===== src/verilog/decimal_pkg.sv =====
package decimal_pkg;
    // register byte offsets
    localparam logic [4:0] OFS_CTRL   = 5'h00;
    localparam logic [4:0] OFS_CHAR   = 5'h04;
    localparam logic [4:0] OFS_STATUS = 5'h08;
    localparam logic [4:0] OFS_INDEX  = 5'h0c;
    localparam logic [4:0] OFS_RECOV  = 5'h10;
    localparam logic [4:0] OFS_MODE   = 5'h14;
    // field positions
    localparam int CTRL_OP_LSB    = 0;
    localparam int CTRL_DELIM_LSB = 4;
    localparam int CHAR_A_LSB     = 0;
    localparam int CHAR_C_LSB     = 6;
    localparam int CHAR_AV_BIT    = 12;
    localparam int CHAR_CV_BIT    = 13;
    localparam int CHAR_LAST_BIT  = 14;
    localparam int ST_FAULT_BIT   = 2;
    localparam int MODE_EN_BIT    = 0;
    localparam int MODE_MON_BIT   = 1;
    localparam int REC_NEG_BIT    = 6;
    localparam int REC_AGT_BIT    = 7;
    localparam int REC_CGT_BIT    = 8;
    localparam int REC_ZERO_BIT   = 9;
    localparam int REC_UNLIKE_BIT = 10;
    localparam int REC_CNT_LSB    = 12;
    // values
    localparam logic [1:0]  COND_EQ       = 2'h0;
    localparam logic [1:0]  COND_GT       = 2'h1;
    localparam logic [1:0]  COND_LT       = 2'h2;
    localparam logic [23:0] REC_RESET     = 24'h000000;
    localparam logic [11:0] CNT_ZERO      = 12'h000;
    localparam logic [11:0] CNT_ONE       = 12'h001;
    localparam logic [3:0]  NUM_MAX       = 4'h9;
    localparam logic [3:0]  NUM_SIGN_ZERO = 4'ha;
    localparam logic [5:0]  SIGN_BAD      = 6'h3a;
    localparam logic [1:0]  ZONE_NEG      = 2'h2;
    localparam logic [1:0]  ZONE_NONE     = 2'h0;

    typedef enum logic [2:0] {
        OP_DELIM, OP_NUMCMP, OP_SIGN, OP_NUMTEST, OP_LOADREC, OP_STOREREC
    } op_t;
    typedef enum logic [1:0] {ST_IDLE, ST_RUN, ST_FIN} state_t;
endpackage


===== src/verilog/screen_if.sv =====
`timescale 1ns/1ns
interface screen_if;
    logic [5:0] ch;
    logic       is_sign;
    logic [3:0] num;
    logic       bad;
    logic       nonzero;
    logic       neg;
    modport src (output ch, output is_sign, input num, input bad, input nonzero, input neg);
    modport scr (input ch, input is_sign, output num, output bad, output nonzero, output neg);
endinterface


===== src/verilog/char_screen.sv =====
`timescale 1ns/1ns
module char_screen import decimal_pkg::*; (
    screen_if.scr s
);
    logic [1:0] zone;
    logic [3:0] raw;
    logic       sign_zero;

    // classify one character; the sign character follows its own legality
    always_comb begin
        zone = s.ch[5:4];
        raw = s.ch[3:0];
        s.num = (raw > NUM_MAX) ? 4'h0 : raw; // illegal digit ranks as zero [RULE8]
        sign_zero = (raw == 4'h0) || (raw == NUM_SIGN_ZERO && s.ch != SIGN_BAD); // [RULE12]
        if (s.is_sign) begin
            s.bad = (raw > NUM_MAX && raw != NUM_SIGN_ZERO) || s.ch == SIGN_BAD; // [RULE9]
            s.nonzero = !sign_zero && (s.num != 4'h0 || raw == NUM_SIGN_ZERO); // [RULE8]
        end else begin
            s.bad = (zone != ZONE_NONE) || (raw > NUM_MAX); // [RULE9]
            s.nonzero = (s.num != 4'h0);
        end
        s.neg = s.is_sign && (zone == ZONE_NEG); // [RULE13]
    end
endmodule


===== src/verilog/cond_resolve.sv =====
`timescale 1ns/1ns
module cond_resolve import decimal_pkg::*; (
    input  wire logic [1:0] rel,
    input  wire logic       a_nz,
    input  wire logic       c_nz,
    input  wire logic       a_neg,
    input  wire logic       c_neg,
    output logic      [1:0] num_cond,
    output logic      [1:0] test_cond
);
    logic an;
    logic cn;

    // signed ranking; a zero of either sign counts as positive
    always_comb begin
        an = a_neg && a_nz; // [RULE7]
        cn = c_neg && c_nz;
        if (!a_nz && !c_nz) begin
            num_cond = COND_EQ; // [RULE7]
        end else if (an != cn) begin
            num_cond = an ? COND_LT : COND_GT; // [RULE7]
        end else if (an && rel != COND_EQ) begin
            num_cond = (rel == COND_GT) ? COND_LT : COND_GT; // larger negative ranks lower
        end else begin
            num_cond = rel; // [RULE5]
        end
        test_cond = !a_nz ? COND_EQ : (a_neg ? COND_LT : COND_GT); // [RULE12] [RULE13]
    end
endmodule


===== src/verilog/decimal_field_compare_test_unit.sv =====
// What this block does
// RULE1 - delimited compare leaves processed count in index
// RULE2 - delimited compare sets equal, greater, less code
// RULE3 - numeric compare runs low to high, excess versus zero
// RULE4 - unequal resumes third word, equal fourth word
// RULE5 - numeric compare sets equal, greater, less code
// RULE6 - unlike signs clear index, else C count
// RULE7 - positive beats negative, plus and minus zero equal
// RULE8 - only numeric nibble compared, illegal becomes zero
// RULE9 - fault on zone, bad digit, bad sign
// RULE10 - fault never stops the instruction
// RULE11 - sign test stops at first nonzero or count
// RULE12 - zero field with zero sign gives equal
// RULE13 - nonzero field: sign zone picks greater or less
// RULE14 - sign and numeric tests clear the index
// RULE15 - numeric test scans whole field, fault flags non-numeric
// RULE16 - caller zeroes unused instruction word bits
// RULE17 - load recovery takes condition and state from word
// RULE18 - recovery word layout of condition, flags, count
// RULE19 - load recovery traps when disabled, monitor no-op
// RULE20 - software stores state after interrupt, reloads before restart
// RULE21 - store recovery copies state without clearing it
// RULE22 - store recovery traps when disabled, monitor no-op
// RULE23 - condition holds until next writer
//
// Local design decisions: the address map and the Avalon-MM register port.
`timescale 1ns/1ns
module decimal_field_compare_test_unit import decimal_pkg::*; (
    input  wire logic        MCLK,
    input  wire logic        RESET_N,
    input  wire logic [4:0]  AVS_ADDRESS,
    input  wire logic        AVS_READ,
    input  wire logic        AVS_WRITE,
    input  wire logic [31:0] AVS_WRITEDATA,
    input  wire logic [3:0]  AVS_BYTEENABLE,
    output logic      [31:0] AVS_READDATA,
    output logic             AVS_WAITREQUEST,
    output logic      [1:0]  RESULT_COND,
    output logic             DECIMAL_FAULT,
    output logic      [11:0] INDEX3,
    output logic             NEXT_AT_P4,
    output logic             TRAP_REQ
);
    // bus group
    logic        wait_q;
    logic        wait_d;
    logic [31:0] rdata_q;
    logic [31:0] rdata_d;
    logic [31:0] rmux;
    // engine group
    state_t      st_q;
    state_t      st_d;
    op_t         op_q;
    op_t         op_d;
    op_t         req_op;
    logic [5:0]  delim_q;
    logic [5:0]  delim_d;
    logic [23:0] rec_q;
    logic [23:0] rec_d;
    logic [23:0] recin_q;
    logic [23:0] recin_d;
    logic [23:0] recout_q;
    logic [23:0] recout_d;
    logic [11:0] cnt_q;
    logic [11:0] cnt_d;
    logic [11:0] idx3_q;
    logic [11:0] idx3_d;
    logic [1:0]  rel_q;
    logic [1:0]  rel_d;
    logic        fault_q;
    logic        fault_d;
    logic        anz_q;
    logic        anz_d;
    logic        cnz_q;
    logic        cnz_d;
    logic        aneg_q;
    logic        aneg_d;
    logic        cneg_q;
    logic        cneg_d;
    logic        seena_q;
    logic        seena_d;
    logic        seenc_q;
    logic        seenc_d;
    logic        stop_q;
    logic        stop_d;
    logic        skip_q;
    logic        skip_d;
    logic        trap_q;
    logic        trap_d;
    logic        trapped_q;
    logic        trapped_d;
    logic        en_q;
    logic        en_d;
    logic        mon_q;
    logic        mon_d;
    // decoded strobes and character fields
    logic        wr;
    logic        ctrl_wr;
    logic        char_wr;
    logic        stat_wr;
    logic        mode_wr;
    logic        recin_wr;
    logic        fault_set;
    logic [5:0]  ca;
    logic [5:0]  cc;
    logic        av;
    logic        cv;
    logic [3:0]  na;
    logic [3:0]  nc;
    logic [1:0]  num_cond;
    logic [1:0]  test_cond;

    // word-aligned decode, shared by the read and write paths
    function automatic logic hit(input logic [4:0] a, input logic [4:0] ofs);
        return a[4:2] == ofs[4:2];
    endfunction

    screen_if sa_if ();
    screen_if sc_if ();

    char_screen u_screen_a (
        .s (sa_if.scr)
    );
    char_screen u_screen_c (
        .s (sc_if.scr)
    );
    cond_resolve u_resolve (
        .rel       (rel_q),
        .a_nz      (anz_q),
        .c_nz      (cnz_q),
        .a_neg     (aneg_q),
        .c_neg     (cneg_q),
        .num_cond  (num_cond),
        .test_cond (test_cond)
    );

    // partial-word writes are dropped: several fields straddle byte lanes
    assign wr       = AVS_WRITE && !wait_q && (AVS_BYTEENABLE == 4'hf);
    assign ctrl_wr  = wr && hit(AVS_ADDRESS, OFS_CTRL);
    assign char_wr  = wr && hit(AVS_ADDRESS, OFS_CHAR);
    assign stat_wr  = wr && hit(AVS_ADDRESS, OFS_STATUS);
    assign mode_wr  = wr && hit(AVS_ADDRESS, OFS_MODE);
    assign recin_wr = wr && hit(AVS_ADDRESS, OFS_RECOV);
    assign req_op   = op_t'(AVS_WRITEDATA[CTRL_OP_LSB +: 3]);
    assign ca       = AVS_WRITEDATA[CHAR_A_LSB +: 6];
    assign cc       = AVS_WRITEDATA[CHAR_C_LSB +: 6];
    assign av       = AVS_WRITEDATA[CHAR_AV_BIT];
    assign cv       = AVS_WRITEDATA[CHAR_CV_BIT];
    assign sa_if.ch      = ca;
    assign sa_if.is_sign = !seena_q;
    assign sc_if.ch      = cc;
    assign sc_if.is_sign = !seenc_q;
    assign na = av ? sa_if.num : 4'h0; // a missing digit compares as zero [RULE3]
    assign nc = cv ? sc_if.num : 4'h0;

    // read mux; unmapped words read as zero
    always_comb begin
        rmux = 32'h0;
        if (hit(AVS_ADDRESS, OFS_CTRL)) begin
            rmux = {22'h0, delim_q, 1'b0, op_q};
        end else if (hit(AVS_ADDRESS, OFS_STATUS)) begin
            rmux = {26'h0, skip_q, trapped_q, st_q != ST_IDLE, fault_q, rec_q[1:0]};
        end else if (hit(AVS_ADDRESS, OFS_INDEX)) begin
            rmux = {20'h0, idx3_q};
        end else if (hit(AVS_ADDRESS, OFS_RECOV)) begin
            rmux = {8'h0, recout_q};
        end else if (hit(AVS_ADDRESS, OFS_MODE)) begin
            rmux = {30'h0, mon_q, en_q};
        end
    end

    // one wait cycle per access, then a single low cycle that completes it
    always_comb begin
        wait_d = !((AVS_READ || AVS_WRITE) && wait_q);
        rdata_d = rdata_q;
        if (AVS_READ && wait_q) begin
            rdata_d = rmux;
        end
    end

    always_ff @(posedge MCLK) begin
        if (!RESET_N) begin
            wait_q  <= 1'b1;
            rdata_q <= 32'h0;
        end else begin
            wait_q  <= wait_d;
            rdata_q <= rdata_d;
        end
    end

    // engine next state
    always_comb begin
        st_d = st_q;
        op_d = op_q;
        delim_d = delim_q;
        rec_d = rec_q; // condition holds between writers [RULE23]
        recin_d = recin_q;
        recout_d = recout_q;
        cnt_d = cnt_q;
        idx3_d = idx3_q;
        rel_d = rel_q;
        anz_d = anz_q;
        cnz_d = cnz_q;
        aneg_d = aneg_q;
        cneg_d = cneg_q;
        seena_d = seena_q;
        seenc_d = seenc_q;
        stop_d = stop_q;
        skip_d = skip_q;
        trap_d = 1'b0;
        trapped_d = trapped_q;
        en_d = en_q;
        mon_d = mon_q;
        fault_set = 1'b0;
        if (mode_wr) begin
            en_d = AVS_WRITEDATA[MODE_EN_BIT];
            mon_d = AVS_WRITEDATA[MODE_MON_BIT];
        end
        if (recin_wr) begin
            recin_d = AVS_WRITEDATA[23:0];
        end
        unique case (st_q)
            ST_IDLE: begin
                if (ctrl_wr) begin
                    trapped_d = 1'b0;
                    unique case (req_op)
                        OP_LOADREC: begin
                            if (!en_q) begin
                                trap_d = !mon_q; // monitor state makes it a no-op [RULE19]
                                trapped_d = !mon_q;
                            end else begin
                                rec_d = recin_q; // whole word, layout kept [RULE17] [RULE18]
                            end
                        end
                        OP_STOREREC: begin
                            if (!en_q) begin
                                trap_d = !mon_q; // [RULE22]
                                trapped_d = !mon_q;
                            end else begin
                                recout_d = rec_q; // live state stays untouched [RULE21]
                            end
                        end
                        OP_DELIM, OP_NUMCMP, OP_SIGN, OP_NUMTEST: begin
                            op_d = req_op;
                            delim_d = AVS_WRITEDATA[CTRL_DELIM_LSB +: 6];
                            rec_d[23:REC_CNT_LSB] = CNT_ZERO;
                            cnt_d = CNT_ZERO;
                            rel_d = COND_EQ;
                            {anz_d, cnz_d, aneg_d, cneg_d} = 4'h0;
                            {seena_d, seenc_d, stop_d} = 3'h0;
                            st_d = ST_RUN;
                        end
                        default: begin
                        end
                    endcase
                end
            end
            ST_RUN: begin
                if (char_wr) begin
                    unique case (op_q)
                        OP_DELIM: begin
                            if (!stop_q) begin
                                cnt_d = cnt_q + CNT_ONE;
                                rec_d[23:REC_CNT_LSB] = rec_q[23:REC_CNT_LSB] + CNT_ONE;
                                if (ca == delim_q || cc == delim_q) begin
                                    stop_d = 1'b1; // equal through delimiter [RULE2]
                                end else if (ca != cc) begin
                                    stop_d = 1'b1;
                                    rel_d = (ca > cc) ? COND_GT : COND_LT; // [RULE2]
                                end
                            end
                        end
                        OP_NUMCMP: begin
                            if (av) begin
                                rec_d[23:REC_CNT_LSB] = rec_q[23:REC_CNT_LSB] + CNT_ONE;
                                seena_d = 1'b1;
                                fault_set = sa_if.bad;
                                anz_d = anz_q || sa_if.nonzero;
                                if (!seena_q) begin
                                    aneg_d = sa_if.neg;
                                end
                            end
                            if (cv) begin
                                cnt_d = cnt_q + CNT_ONE;
                                seenc_d = 1'b1;
                                fault_set = fault_set || sc_if.bad;
                                cnz_d = cnz_q || sc_if.nonzero;
                                if (!seenc_q) begin
                                    cneg_d = sc_if.neg;
                                end
                            end
                            // a higher-order difference overrides lower ones [RULE3] [RULE8]
                            if (na > nc) begin
                                rel_d = COND_GT;
                            end else if (na < nc) begin
                                rel_d = COND_LT;
                            end
                        end
                        OP_SIGN, OP_NUMTEST: begin
                            if (av && !stop_q) begin
                                rec_d[23:REC_CNT_LSB] = rec_q[23:REC_CNT_LSB] + CNT_ONE;
                                seena_d = 1'b1;
                                fault_set = sa_if.bad;
                                anz_d = anz_q || sa_if.nonzero; // [RULE15]
                                if (!seena_q) begin
                                    aneg_d = sa_if.neg;
                                end
                                stop_d = (op_q == OP_SIGN) && sa_if.nonzero; // [RULE11]
                            end
                        end
                        default: begin
                        end
                    endcase
                    // a fault never ends the scan early [RULE10]
                    if (AVS_WRITEDATA[CHAR_LAST_BIT]) begin
                        st_d = ST_FIN;
                    end
                end
            end
            ST_FIN: begin
                st_d = ST_IDLE;
                unique case (op_q)
                    OP_DELIM: begin
                        rec_d[1:0] = rel_q; // [RULE2]
                        idx3_d = cnt_q; // [RULE1]
                        skip_d = (rel_q == COND_EQ); // [RULE4]
                    end
                    OP_NUMCMP: begin
                        rec_d[1:0] = num_cond; // [RULE5]
                        skip_d = (num_cond == COND_EQ); // [RULE4]
                        idx3_d = (aneg_q != cneg_q) ? CNT_ZERO : cnt_q; // [RULE6]
                        rec_d[REC_NEG_BIT] = aneg_q && anz_q;
                        rec_d[REC_AGT_BIT] = (num_cond == COND_GT);
                        rec_d[REC_CGT_BIT] = (num_cond == COND_LT);
                        rec_d[REC_ZERO_BIT] = !anz_q;
                        rec_d[REC_UNLIKE_BIT] = (aneg_q != cneg_q);
                    end
                    default: begin
                        rec_d[1:0] = test_cond; // [RULE12] [RULE13]
                        idx3_d = CNT_ZERO; // [RULE14]
                    end
                endcase
            end
        endcase
        // hardware set wins over a software clear in the same cycle
        fault_d = (fault_q && !(stat_wr && AVS_WRITEDATA[ST_FAULT_BIT])) || fault_set; // [RULE9]
    end

    always_ff @(posedge MCLK) begin
        if (!RESET_N) begin
            st_q      <= ST_IDLE;
            op_q      <= OP_DELIM;
            delim_q   <= 6'h0;
            rec_q     <= REC_RESET;
            recin_q   <= REC_RESET;
            recout_q  <= REC_RESET;
            cnt_q     <= CNT_ZERO;
            idx3_q    <= CNT_ZERO;
            rel_q     <= COND_EQ;
            fault_q   <= 1'b0;
            {anz_q, cnz_q, aneg_q, cneg_q} <= 4'h0;
            {seena_q, seenc_q, stop_q}     <= 3'h0;
            skip_q    <= 1'b0;
            trap_q    <= 1'b0;
            trapped_q <= 1'b0;
            en_q      <= 1'b0;
            mon_q     <= 1'b0;
        end else begin
            st_q      <= st_d;
            op_q      <= op_d;
            delim_q   <= delim_d;
            rec_q     <= rec_d;
            recin_q   <= recin_d;
            recout_q  <= recout_d;
            cnt_q     <= cnt_d;
            idx3_q    <= idx3_d;
            rel_q     <= rel_d;
            fault_q   <= fault_d;
            {anz_q, cnz_q, aneg_q, cneg_q} <= {anz_d, cnz_d, aneg_d, cneg_d};
            {seena_q, seenc_q, stop_q}     <= {seena_d, seenc_d, stop_d};
            skip_q    <= skip_d;
            trap_q    <= trap_d;
            trapped_q <= trapped_d;
            en_q      <= en_d;
            mon_q     <= mon_d;
        end
    end

    // outputs straight from flip-flops
    assign AVS_READDATA    = rdata_q;
    assign AVS_WAITREQUEST = wait_q;
    assign RESULT_COND     = rec_q[1:0];
    assign DECIMAL_FAULT   = fault_q;
    assign INDEX3          = idx3_q;
    assign NEXT_AT_P4      = skip_q;
    assign TRAP_REQ        = trap_q;
endmodule


===== config.mk =====
export PLATFORM = sky130hd
export DESIGN_NAME = decimal_field_compare_test_unit
export DESIGN_NICKNAME = d
export VERILOG_FILES = /design/src/verilog/decimal_pkg.sv /design/src/verilog/screen_if.sv /design/src/verilog/char_screen.sv /design/src/verilog/cond_resolve.sv /design/src/verilog/decimal_field_compare_test_unit.sv
export SDC_FILE = /design/constraint.sdc
export NUM_CORES = 1
export LEC_CHECK = 0
export BUFFER_PORTS_ARGS = -buffer_cell sky130_fd_sc_hd__buf_2
export CAP_MARGIN = 20
export CORE_MARGIN = 4
export CORE_UTILIZATION = 40
export CTS_BUF_LIST = sky130_fd_sc_hd__clkbuf_8
export DETAILED_ROUTE_END_ITERATION = 10
export PLACE_DENSITY = 0.57
export SYNTH_ARGS = -nofsm -noshare
export SYNTH_HDL_FRONTEND = slang
export SYNTH_SLANG_ARGS = --single-unit

===== constraint.sdc =====
create_clock -name MCLK -period 5.1 [get_ports MCLK]
set_input_delay 0.255 -clock MCLK [delete_from_list [all_inputs] [get_ports MCLK]]
set_output_delay 0.255 -clock MCLK [all_outputs]
set_load 0.05 [all_outputs]

[Yosys cells after proc, flatten, opt, wreduce, memory -nomap -nowiden]
Cells that the tools add are included.
Operators by class
  multiplexer cells: 109
  magnitude comparators: 5
  $add $sub $neg: 2
  eq/ne operators: 57
  reduce and logical (&&, ||, !) cells: 86
Operators by type and width (count)
  24-bit 2-to-1 mux: 6
  12-bit 2-to-1 mux: 11
  12-bit case mux with 2 select lines: 5
  2-bit 2-to-1 mux: 21
  1-bit 2-to-1 mux: 41
  12-bit case mux with 3 select lines: 1
  1-bit case mux with 2 select lines: 13
  1-bit logical AND: 25
  12-bit by 1-bit adder with 12-bit output (second input constant): 2
  3-bit != test (second input constant): 8
  7-bit AND reduction: 3
  3-bit by 2-bit equality test with 1-bit output (second input constant): 6
  9-bit AND reduction: 2
  4-bit 2-to-1 mux: 4
  2-bit case mux with 2 select lines: 4
  4-bit AND reduction: 4
  1-bit logical OR: 14
  2-bit != test (second input constant): 7
  2-bit nonzero test: 7
  3-bit equality test (second input constant): 4
  4-bit equality test (second input constant): 3
  6-bit equality test: 2
  6-bit equality test (second input constant): 2
  4-bit != test (second input constant): 3
  other kinds (28): 61
Word-level totals
  bits in registers: 155
  input bits: 45
  output and inout port bits: 50
  word-level logic and storage cells: 286

[Longest topological paths before layout]
Gate-level depths: netlist of run 1.
  depth in word-level cells: 14
  depth in mapped cells: 11
  gate-level depth less buffers: 10

[Hierarchy]
Synthesis of run 1 repeated with hierarchy kept, for this count alone.
Unflattened totals
  cells, all modules: 925
  area total of the unflattened synthesis: 7230.7 um^2
By module, submodules not included
  decimal_field_compare_test_unit: area each 6969.2 um^2, seq. area each 2942.8 um^2, instances 1, cells each 885
  char_screen: area each 98.8 um^2, seq. area each 0.0 um^2, instances 2, cells each 15
  cond_resolve: area each 63.8 um^2, seq. area each 0.0 um^2, instances 1, cells each 10

[Worst setup path before layout of run 1]
No wires, ideal clock.
  path kind: register to register
  start: reg wait_q (netlist: AVS_WAITREQUEST)
  end: reg rec_q[14]
  arrival time: 2.125 ns
  clock period less this slack: 2.241 ns
  setup slack: 2.859 ns
  data required time: 4.985 ns
  library setup time: 0.115 ns
  path buffers: 2
  cell stages (with the launch flop): 8
  cells stage by stage: dfxtp_1 -> nand2b_1 -> clkbuf_1 -> or3_4 -> a221oi_4 -> buf_6 -> o21ai_2 -> a31o_1
On the way
  longest elaborated chain between the ends: 6
  elaborated cells on any way between the ends: 8
  classes of those cells: eq/ne (2); reduce/logical (6)
Ends and longest elaborated chain
  start: declaration: line decimal_field_compare_test_unit.sv:45  | logic wait_q;
  start signal: assignment: line decimal_field_compare_test_unit.sv:186  | wait_q <= wait_d;
  1-bit zero test (*): line decimal_field_compare_test_unit.sv:138  | assign wr = AVS_WRITE && !wait_q && (AVS_BYTEENABLE == 4'hf);
  1-bit logical AND (*) (2 in a row): line decimal_field_compare_test_unit.sv:138
  1-bit logical AND, on equally long branches: line decimal_field_compare_test_unit.sv:140, decimal_field_compare_test_unit.sv:139
  2-bit != test (no source line)
  9-bit AND reduction (no source line) (*)
  end signal: assignment: line decimal_field_compare_test_unit.sv:372  | rec_q <= rec_d;
  end: declaration: line decimal_field_compare_test_unit.sv:58  | logic [23:0] rec_q;
Mark *: on every way between the ends. The rest lies on a longest branch, timed or not.
A chain may end at the register's enable or synchronous reset.

[Worst setup path in the final report of run 1]
  start: reg st_q[1]
  end: reg rec_q[17]
On the way
  longest elaborated chain between the ends: 3
  elaborated cells on any way between the ends: 13
  classes of those cells: eq/ne (9); mux (1); reduce/logical (3)
Ends and longest elaborated chain
  start: declaration: line decimal_field_compare_test_unit.sv:51  | state_t st_q;
  start signal: assignment: line decimal_field_compare_test_unit.sv:369  | st_q <= st_d;
  2-bit by 1-bit equality test with 1-bit output / 2-bit zero test (equally long branches): line decimal_field_compare_test_unit.sv:222  | unique case (st_q)
  4-bit by 3-bit != test with 1-bit output (no source line), or another cell as far along
  9-bit AND reduction (no source line)
Several ways; a longest one is shown, not always the timed one.

==> flow_summary.yaml, run 1 <==
sta:
  slew-limit-headroom_pct: 27.3
  fin_tns_setup_ns: 0
  min_period_over_period_pct: 57.0
  max_freq_mhz: 344
  final_hold_viol_count: 0
  worstMarginPinSlew_ns: 1.09
  period_minus_slack_ns: 2.91
  finalSetupViolations: 0
  rsz0062_at_grt: "false"
  clock_skew_ns: 0.0111
  slew_viol_final: 0
drt:
  firstDrtPassIters: 5
  avgRoutedWirePerCell_um: 17.8
  drt_iter0_drc: 608
  drc: 0
  num_vias: 6617
  antenna_left: 0
  wl_um: 21500
  via_per_inst: 5.48
synthesis:
  synthArstFlopShare_pct: 0
  yosys.cell_types.count: 79
  syn_area_per_cell_um2: 7.88
  syn_inst: 932
  synth_edf_count: 0
  synth.cell_area_um2: 7340
  synthTopCellsByArea: "dfxtp_1, nand2_1, a21oi_1"
  netlist.area_leader.share_pct: 40.1
  synth_most_common_cell: "nand2_1"
  synth_top_area_cell: "dfxtp_1"
  synth_seq_cells: 147
  yosysWarnings: 0
  synth_ff_type: "dfxtp_1"
  synth_commonest_cells: "nand2_1, dfxtp_1, a21oi_1"
  seq_area_frac_synth_pct: 40.1
worst_setup_path:
  worstPathRequired_ns: 5.42
  crit_path_end_kind: "flop"
  cp_max_fo: 22
  path_class: "flop to flop"
  start_kind: "flop"
  arrival_ns: 3.23
global_routing:
  grt_overflow: 0
  grt_util_all_layers_pct: 21.1
  grt_pass1_wl_um: 34100
  grt_pass1_vias: 6028
  antenna_found_initial: 0
  grt_start_max_net_pins: 46
status:
  outcome: "finished clean"
clock_network:
  ctsHoldBuffers: 0
  clk_pin_slew_ns: 0.08
  htree_levels: 4
  cts_resized: 0
  post_cts_buffers: 0
  cts_tree: "done"
  insertion_delay_ns: 0.46
  cts-buffers-inserted: 17
  max-clock-path-buffers: 2
  cts.sinks: 147
  ctsRootBufferMaster: "clkbuf_8"
floorplan:
  core-area_um2: 18000
  initial_core_util_pct: 40.7
  die_w_um: 143
  die_h_um: 143
  num_rows: 49
  dieArea_um2: 20600
  ios: 95
power_and_ir_drop:
  leakagePower_nw: 2.95
  p_total_mw: 2.43
  pwr-share-comb_pct: 11.0
  power.share.sequential_pct: 48.2
  ir_worst_vdd_mv: 0.167
  powerDensity_nw_per_um2: 298
  sw_frac_of_total_pct: 27.7
  internal-power_mw: 1.76
  netSwitchingPower_mw: 0.673
  clkPwrFrac_pct: 40.8
place:
  gp_congestion: 0.877
  dpl.hpwl_um: 14900
  io_buffer_count: 76
final_layout:
  drive_gt1_share_pct: 14.7
  fill_cells: 1895
  diodes: 0
  layout.nets: 1027
  areaGrowthSynthToFinish_pct: 11.1
job:
  drv_cap: 0
hold_path:
  min_path_type: "primary input to flop"
[cell usage in the layout (no fill, tap or decap), drive strengths merged, types with 6 or more instances in the layout]
cell type  instances
a21oi            111
nand3             30
ha                15
o21ai             30
dfxtp            147
conb               8
o211ai             7
nor2b             10
nand2            176
nor2              88
a22oi             22
and3               6
xor2              14
mux2i             11
clkbuf            20
nor4              10
buf               86
and2               8
inv               21
nor3              25
nand4              8
xnor2              8
nand2b             9
a211oi            17
[logic make-up after synthesis]
family,count (synthesis),share of synthesized area [%]
simple gates,393,24.9
compound gates,243,21.7
flops,147,40.1
buf+inv,98,6.27
xor+xnor,22,2.62
fa+ha+maj,15,2.56
mux,13,1.81
other cells,1,0.0511
[final timing paths]
check | start | to | slack [ns] | cells past startpoint
worst max-delay path | st_q[1]$_SDFFE_PN0P_ | rec_q[17]$_SDFFE_PN0P_ | 2.19 | 8
worst min-delay path | AVS_WRITEDATA[23] | recin_q[23]$_SDFFE_PN0P_ | 0.03 | 3
worst max register to register | st_q[1]$_SDFFE_PN0P_ | rec_q[17]$_SDFFE_PN0P_ | 2.19 | 8
worst min register to register | rec_q[6]$_SDFFE_PN0P_ | recout_q[6]$_SDFFE_PN0P_ | 0.45 | 2
[layer usage]
layer	global-route usage, %	up-vias	routed length (um)
li1	-	3313	-
met1	31.6	3092	10600
met2	30.7	183	9340
met3	4.36	29	1220
met4	5.50	0	297
met5	0	-	0
[sequential cells by signal, indices dropped and copies added, names as in the netlist, 2 cells and up]
signal and cells:
AVS_READDATA 24, rec_q 24, recin_q 24, recout_q 24
INDEX3 12, cnt_q 12, delim_q 6, op_q 3
rel_q 2, st_q 2
[layout make-up]
| type | count | area [um2] | share of cell area (%) |
|---|---|---|---|
| clock buffer | 20 | 275 | 3.37 |
| sequential | 147 | 2940 | 36.1 |
| inverter | 21 | 80.1 | 0.982 |
| multi-input combinational | 694 | 3970 | 48.6 |
| clock inverter | 11 | 151 | 1.86 |
| tap | 229 | 287 | 3.51 |
| timing repair buffer | 86 | 455 | 5.58 |
[stage by stage]
stage	area [um2]	hold slack [ns]	util, %	setup WS (ns)	instances
5_1_grt	8160	0.00863	45.3	1.87	1208
2_1_floorplan	7370	0.371	-	2.86	939
6_report	8160	0.0256	45.3	2.19	1208
4_1_cts	8140	0.00784	45.2	2.19	1206
3_5_place_dp	7720	0.442	42.8	2.06	1175
3_3_place_gp	7720	0.439	42.8	2.12	1175
[critical path: stages, from the launching register on]
cell and delay (ns):
dfxtp_1 0.32, inv_1 0.09, ha_1 0.63, nor2_1 0.10
a31oi_1 0.25, o211ai_1 0.18, a221oi_4 0.84, a21boi_0 0.26
o31ai_1 0.08
[power groups by stage]
stage	logic [mW]	registers (mW)	clock network [mW]
after global placement	0.262	1.20	0
after CTS	0.264	1.17	1.01
after detailed placement	0.264	1.20	0
after global routing	0.290	1.17	1.06
after floorplan	0.173	1.22	0
final	0.266	1.17	0.992
Note: power is estimated with default switching activity, not from simulation.
==> run 2, diff against run 1 <==
PLACE_DENSITY = 0.59   (was 0.57)
clock period = 2.5 ns   (was 5.1 ns; I/O delays follow)
==> flow_summary.yaml, run 2 (synthesis results as in run 1) <==
clock_network:
  cts_tree: "done"
  cts-buffers-inserted: 17
  clk_pin_slew_ns: 0.09
  cts_resized: 0
  htree_levels: 4
  ctsRootBufferMaster: "clkbuf_8"
  insertion_delay_ns: 0.47
  max-clock-path-buffers: 2
  cts.sinks: 147
sta:
  period_minus_slack_ns: 2.22
  max_freq_mhz: 450
  min_period_over_period_pct: 88.9
  slew-limit-headroom_pct: 60.3
  finalSetupViolations: 0
  worstMarginPinSlew_ns: 0.595
  slew_viol_final: 0
  fin_tns_setup_ns: 0
  rsz0062_at_grt: "false"
  clock_skew_ns: 0.0159
  final_hold_viol_count: 0
drt:
  via_per_inst: 5.49
  antenna_left: 0
  firstDrtPassIters: 6
  drc: 0
  avgRoutedWirePerCell_um: 17.0
  num_vias: 6890
  wl_um: 21400
  drt_iter0_drc: 651
hold_path:
  hp-start: "AVS_WRITEDATA[9]"
  min_path_type: "primary input to flop"
place:
  io_buffer_count: 76
  dpl.hpwl_um: 15200
  gp_congestion: 0.885
  dp.cells: 1204
worst_setup_path:
  critPathSlowestCell: "dfxtp_1"
  crit_start: "st_q[1]$_SDFFE_PN0P_"
  worstPathRequired_ns: 2.83
  crit_path_end_kind: "flop"
  start_kind: "flop"
  cp_cell_sequence: "inv_1 -> ha_1 -> buf_4 -> nor2_1 -> a31oi_1 -> o211ai_1 -> a221oi_4 -> buf_12 -> a21boi_0 -> o31ai_1"
  path_class: "flop to flop"
  r2r-start: "st_q[1]$_SDFFE_PN0P_"
  arrival_ns: 2.56
  critPathMaxStageDelay_ns: 0.32
  cp_max_fo: 22
final_layout:
  areaGrowthSynthToFinish_pct: 16.2
  final_common_cell: "nand2_1"
  drive_gt1_share_pct: 16.7
  diodes: 0
  mostFrequentLayoutCells: "nand2_1, dfxtp_1, a21oi_1, nor2_1, buf_2"
  final_cell_count_no_fill: 1256
  layout.nets: 1074
global_routing:
  grt_util_all_layers_pct: 21.0
  grt_pass1_vias: 6264
  grt_pass1_wl_um: 34000
  grt_start_max_net_pins: 122
  grt_overflow: 0
  antenna_found_initial: 0
floorplan:
  die_h_um: 143
  ios: 95
  initial_core_util_pct: 40.7
  core-area_um2: 18000
  num_rows: 49
  dieArea_um2: 20600
  die_w_um: 143
power_and_ir_drop:
  leakagePower_nw: 3.15
  p_total_mw: 4.75
  ir_worst_vdd_mv: 0.417
  powerDensity_nw_per_um2: 556
status:
  outcome: "finished clean"
job:
  drv_cap: 0
==> run 2: layer usage <==
metal / wire (um) / share of wire, % / GRT usage [%]
met1: 10100 / 47 / 30.3
met3: 1350 / 6.3 / 4.23
met5: 0 / 0 / 0
met4: 291 / 1.4 / 5.60
met2: 9600 / 45 / 32.1
==> run 2: final cells by class <==
| class | count | area, um2 |
|---|---|---|
| Inverter | 21 | 80.1 |
| Timing Repair Buffer | 133 | 883 |
| Clock inverter | 13 | 110 |
| Tap cell | 229 | 287 |
| Fill cell | 1839 | 9490 |
| Sequential cell | 147 | 2940 |
| Multi-Input combinational cell | 694 | 3970 |
| Clock buffer | 19 | 262 |
==> run 2: repair_timing <==
item,4_1_cts,5_1_grt
hold endpoints to repair,23,0
setup buffers,0,0
hold buffers,20,0
==> run 2: where the power goes <==
| part | leakage [nW] | switching [mW] | internal [mW] | total [mW] |
|---|---|---|---|---|
| combinational | 1.78 | 0.398 | 0.198 | 0.596 |
| sequential | 1.19 | 0.0239 | 2.36 | 2.39 |
| clock | 0.185 | 0.930 | 0.831 | 1.76 |
| total | 3.15 | 1.35 | 3.39 | 4.75 |
==> run 2: worst max-delay path: cells and delay by family, from the launching register on <==
kind            cells  cell delay, ns
compound gates      5            0.87
buf+inv             3            0.59
flops               1            0.32
fa+ha+maj           1            0.22
simple gates        1            0.08
==> run 2: worst paths after layout <==
path	endpoint	slack [ns]	cells after the start
max	rec_q[17]$_SDFFE_PN0P_	0.28	10
min	delim_q[5]$_SDFFE_PN0P_	0.02	3
max reg2reg	rec_q[17]$_SDFFE_PN0P_	0.28	10
min reg2reg	AVS_READDATA[19]$_SDFFE_PN0P_	0.45	2
==> run 2: metrics by stage <==
stage / hold WS (ns) / setup WS [ns] / util (%) / area [um2]
final: 0.0238 / 0.277 / 47.3 / 8530
after global routing: 0.0228 / 0.0842 / 47.3 / 8530
after CTS: 0.00286 / 0.306 / 47.3 / 8530
after detailed placement: 0.361 / 0.318 / 44.2 / 7960
after global placement: 0.355 / 0.338 / 44.2 / 7960
after floorplan: 0.241 / 0.259 / - / 7370
==> run 3, diff against run 2 <==
PLACE_DENSITY = 0.7   (was 0.59)
==> flow_summary.yaml, run 3 (synthesis results as in run 1) <==
final_layout:
  seq_area_um2: 2940
  layout.nets: 1073
  multi_input_area_um2: 3970
  fill_cells: 1809
  final_common_cell: "nand2_1"
  drive_gt1_share_pct: 16.4
  post-route-util_pct: 47.6
  mostFrequentLayoutCells: "nand2_1, dfxtp_1, a21oi_1, nor2_1, buf_2"
  stdcell_area_um2: 8590
  diodes: 0
  areaGrowthSynthToFinish_pct: 16.9
clock_network:
  clk_pin_slew_ns: 0.09
  post_cts_buffers: 0
  insertion_delay_ns: 0.46
  cts.sinks: 147
  max-clock-path-buffers: 2
  htree_levels: 4
  cts_tree: "done"
  ctsRootBufferMaster: "clkbuf_8"
  cts-buffers-inserted: 17
place:
  dpl.hpwl_um: 14700
  dpl_cell_area_um2: 7960
  gp_congestion: 0.921
  io_buffer_count: 76
hold_path:
  min_path_type: "primary input to flop"
drt:
  drc: 0
  num_vias: 7000
  firstDrtPassIters: 5
  via_per_inst: 5.58
  drt_iter0_drc: 591
  avgRoutedWirePerCell_um: 16.5
  antenna_left: 0
  wl_um: 20800
worst_setup_path:
  worstPathRequired_ns: 2.86
  start_kind: "flop"
  cp_max_fo: 11
  reg2reg_depth: 9
  crit_end: "rel_q[0]$_SDFFE_PN0P_"
  crit_path_end_kind: "flop"
  arrival_ns: 2.59
  path_class: "flop to flop"
  r2r-start: "st_q[1]$_SDFFE_PN0P_"
  ff2ff_setup_slack_ns: 0.27
  crit_start: "st_q[1]$_SDFFE_PN0P_"
  reg2reg_to: "rel_q[0]$_SDFFE_PN0P_"
sta:
  worstMarginPinSlew_ns: 0.608
  slew_viol_final: 0
  rsz0062_at_grt: "false"
  period_minus_slack_ns: 2.23
  final_hold_viol_count: 0
  finalSetupViolations: 0
  max_freq_mhz: 448
  clock_skew_ns: 0.0132
  slew-limit-headroom_pct: 59.4
  min_period_over_period_pct: 89.3
  fin_tns_setup_ns: 0
power_and_ir_drop:
  netSwitchingPower_mw: 1.32
  internal-power_mw: 3.72
  ir_worst_vdd_mv: 0.423
  clkPwrFrac_pct: 40.8
  leakagePower_nw: 3.20
  pwr-share-comb_pct: 11.8
  powerDensity_nw_per_um2: 587
  sw_frac_of_total_pct: 26.2
  power.share.sequential_pct: 47.4
status:
  outcome: "finished clean"
global_routing:
  grt_start_max_net_pins: 82
  grt_overflow: 0
  met2_usage_pct: 31.5
  grt_util_all_layers_pct: 20.2
  antenna_found_initial: 0
  grt_pass1_vias: 6167
  top_usage_layer: "met2"
  globalRouteMet3Util_pct: 3.99
  use_met1_pct: 28.2
  grt_pass1_wl_um: 32900
job:
  drv_cap: 0
floorplan:
  core-area_um2: 18000
  num_rows: 49
  ios: 95
  die_h_um: 143
  dieArea_um2: 20600
  die_w_um: 143
  initial_core_util_pct: 40.7
-- run 3: cell types whose count changed in the layout (fill, tap and decap cells not counted), sizes merged --
cell / delta
clkinvlp: -4
clkinv: -3
bufinv: +3
inv: +3
dlygate4sd3: -1
clkbuf: +1
-- run 3: worst max-delay path: stages, from the launching register on --
cell      delay, ns
dfxtp_1        0.34
inv_1          0.07
ha_1           0.22
buf_4          0.19
inv_1          0.14
buf_4          0.23
nand2_1        0.11
a32oi_1        0.27
o311ai_0       0.26
a31o_2         0.30
-- run 3: metal layers --
metal / routed length (um) / vias to the layer above
met1: 9230 / 3274
li1: - / 3416
met4: 355 / 0
met5: 0 / -
met3: 1630 / 39
met2: 9550 / 271
-- run 3: through the flow --
stage               setup slack, ns  hold slack, ns  power (mW)  cells
floorplan                     0.259           0.241        2.83    939
global placement              0.352           0.359        3.00   1204
detailed placement            0.306           0.361        3.01   1204
CTS                           0.303         0.00318        5.06   1255
global route                  0.142          0.0248        5.22   1255
finish                        0.268          0.0390        5.04   1255
-- run 3: repair_timing --
action	in CTS	in global routing
gates resized for setup	0	0
hold buffers	19	0
endpoints found under the hold margin	21	0
-- run 3: power groups by stage --
| stage | Sequential (mW) | Clock [mW] | Combinational, mW |
|---|---|---|---|
| floorplan | 2.48 | 0 | 0.352 |
| global placement | 2.44 | 0 | 0.560 |
| detailed placement | 2.44 | 0 | 0.567 |
| CTS | 2.39 | 2.08 | 0.591 |
| global route | 2.39 | 2.18 | 0.648 |
| finish | 2.39 | 2.05 | 0.597 |
-- run 3: how the worst min path moves through the flow --
stage,slack [ns],depth (start not counted),end,startpoint
floorplan,0.24,1,AVS_WAITREQUEST$_SDFF_PN1_,AVS_READ
global placement,0.36,2,AVS_WAITREQUEST$_SDFF_PN1_,AVS_READ
detailed placement,0.36,2,AVS_WAITREQUEST$_SDFF_PN1_,AVS_READ
CTS,0.003,3,delim_q[5]$_SDFFE_PN0P_,AVS_WRITEDATA[9]
global route,0.02,3,recin_q[11]$_SDFFE_PN0P_,AVS_WRITEDATA[11]
finish,0.04,3,delim_q[5]$_SDFFE_PN0P_,AVS_WRITEDATA[9]
-- run 3: cell type report --
| type | count | area share [%] |
|---|---|---|
| flip-flops and latches | 147 | 34.3 |
| repair buffers | 132 | 10.2 |
| clock inverters | 12 | 1.89 |
| inverters | 21 | 0.933 |
| multi-input cells | 694 | 46.2 |
| well taps | 229 | 3.34 |
| clock buffers | 20 | 3.21 |
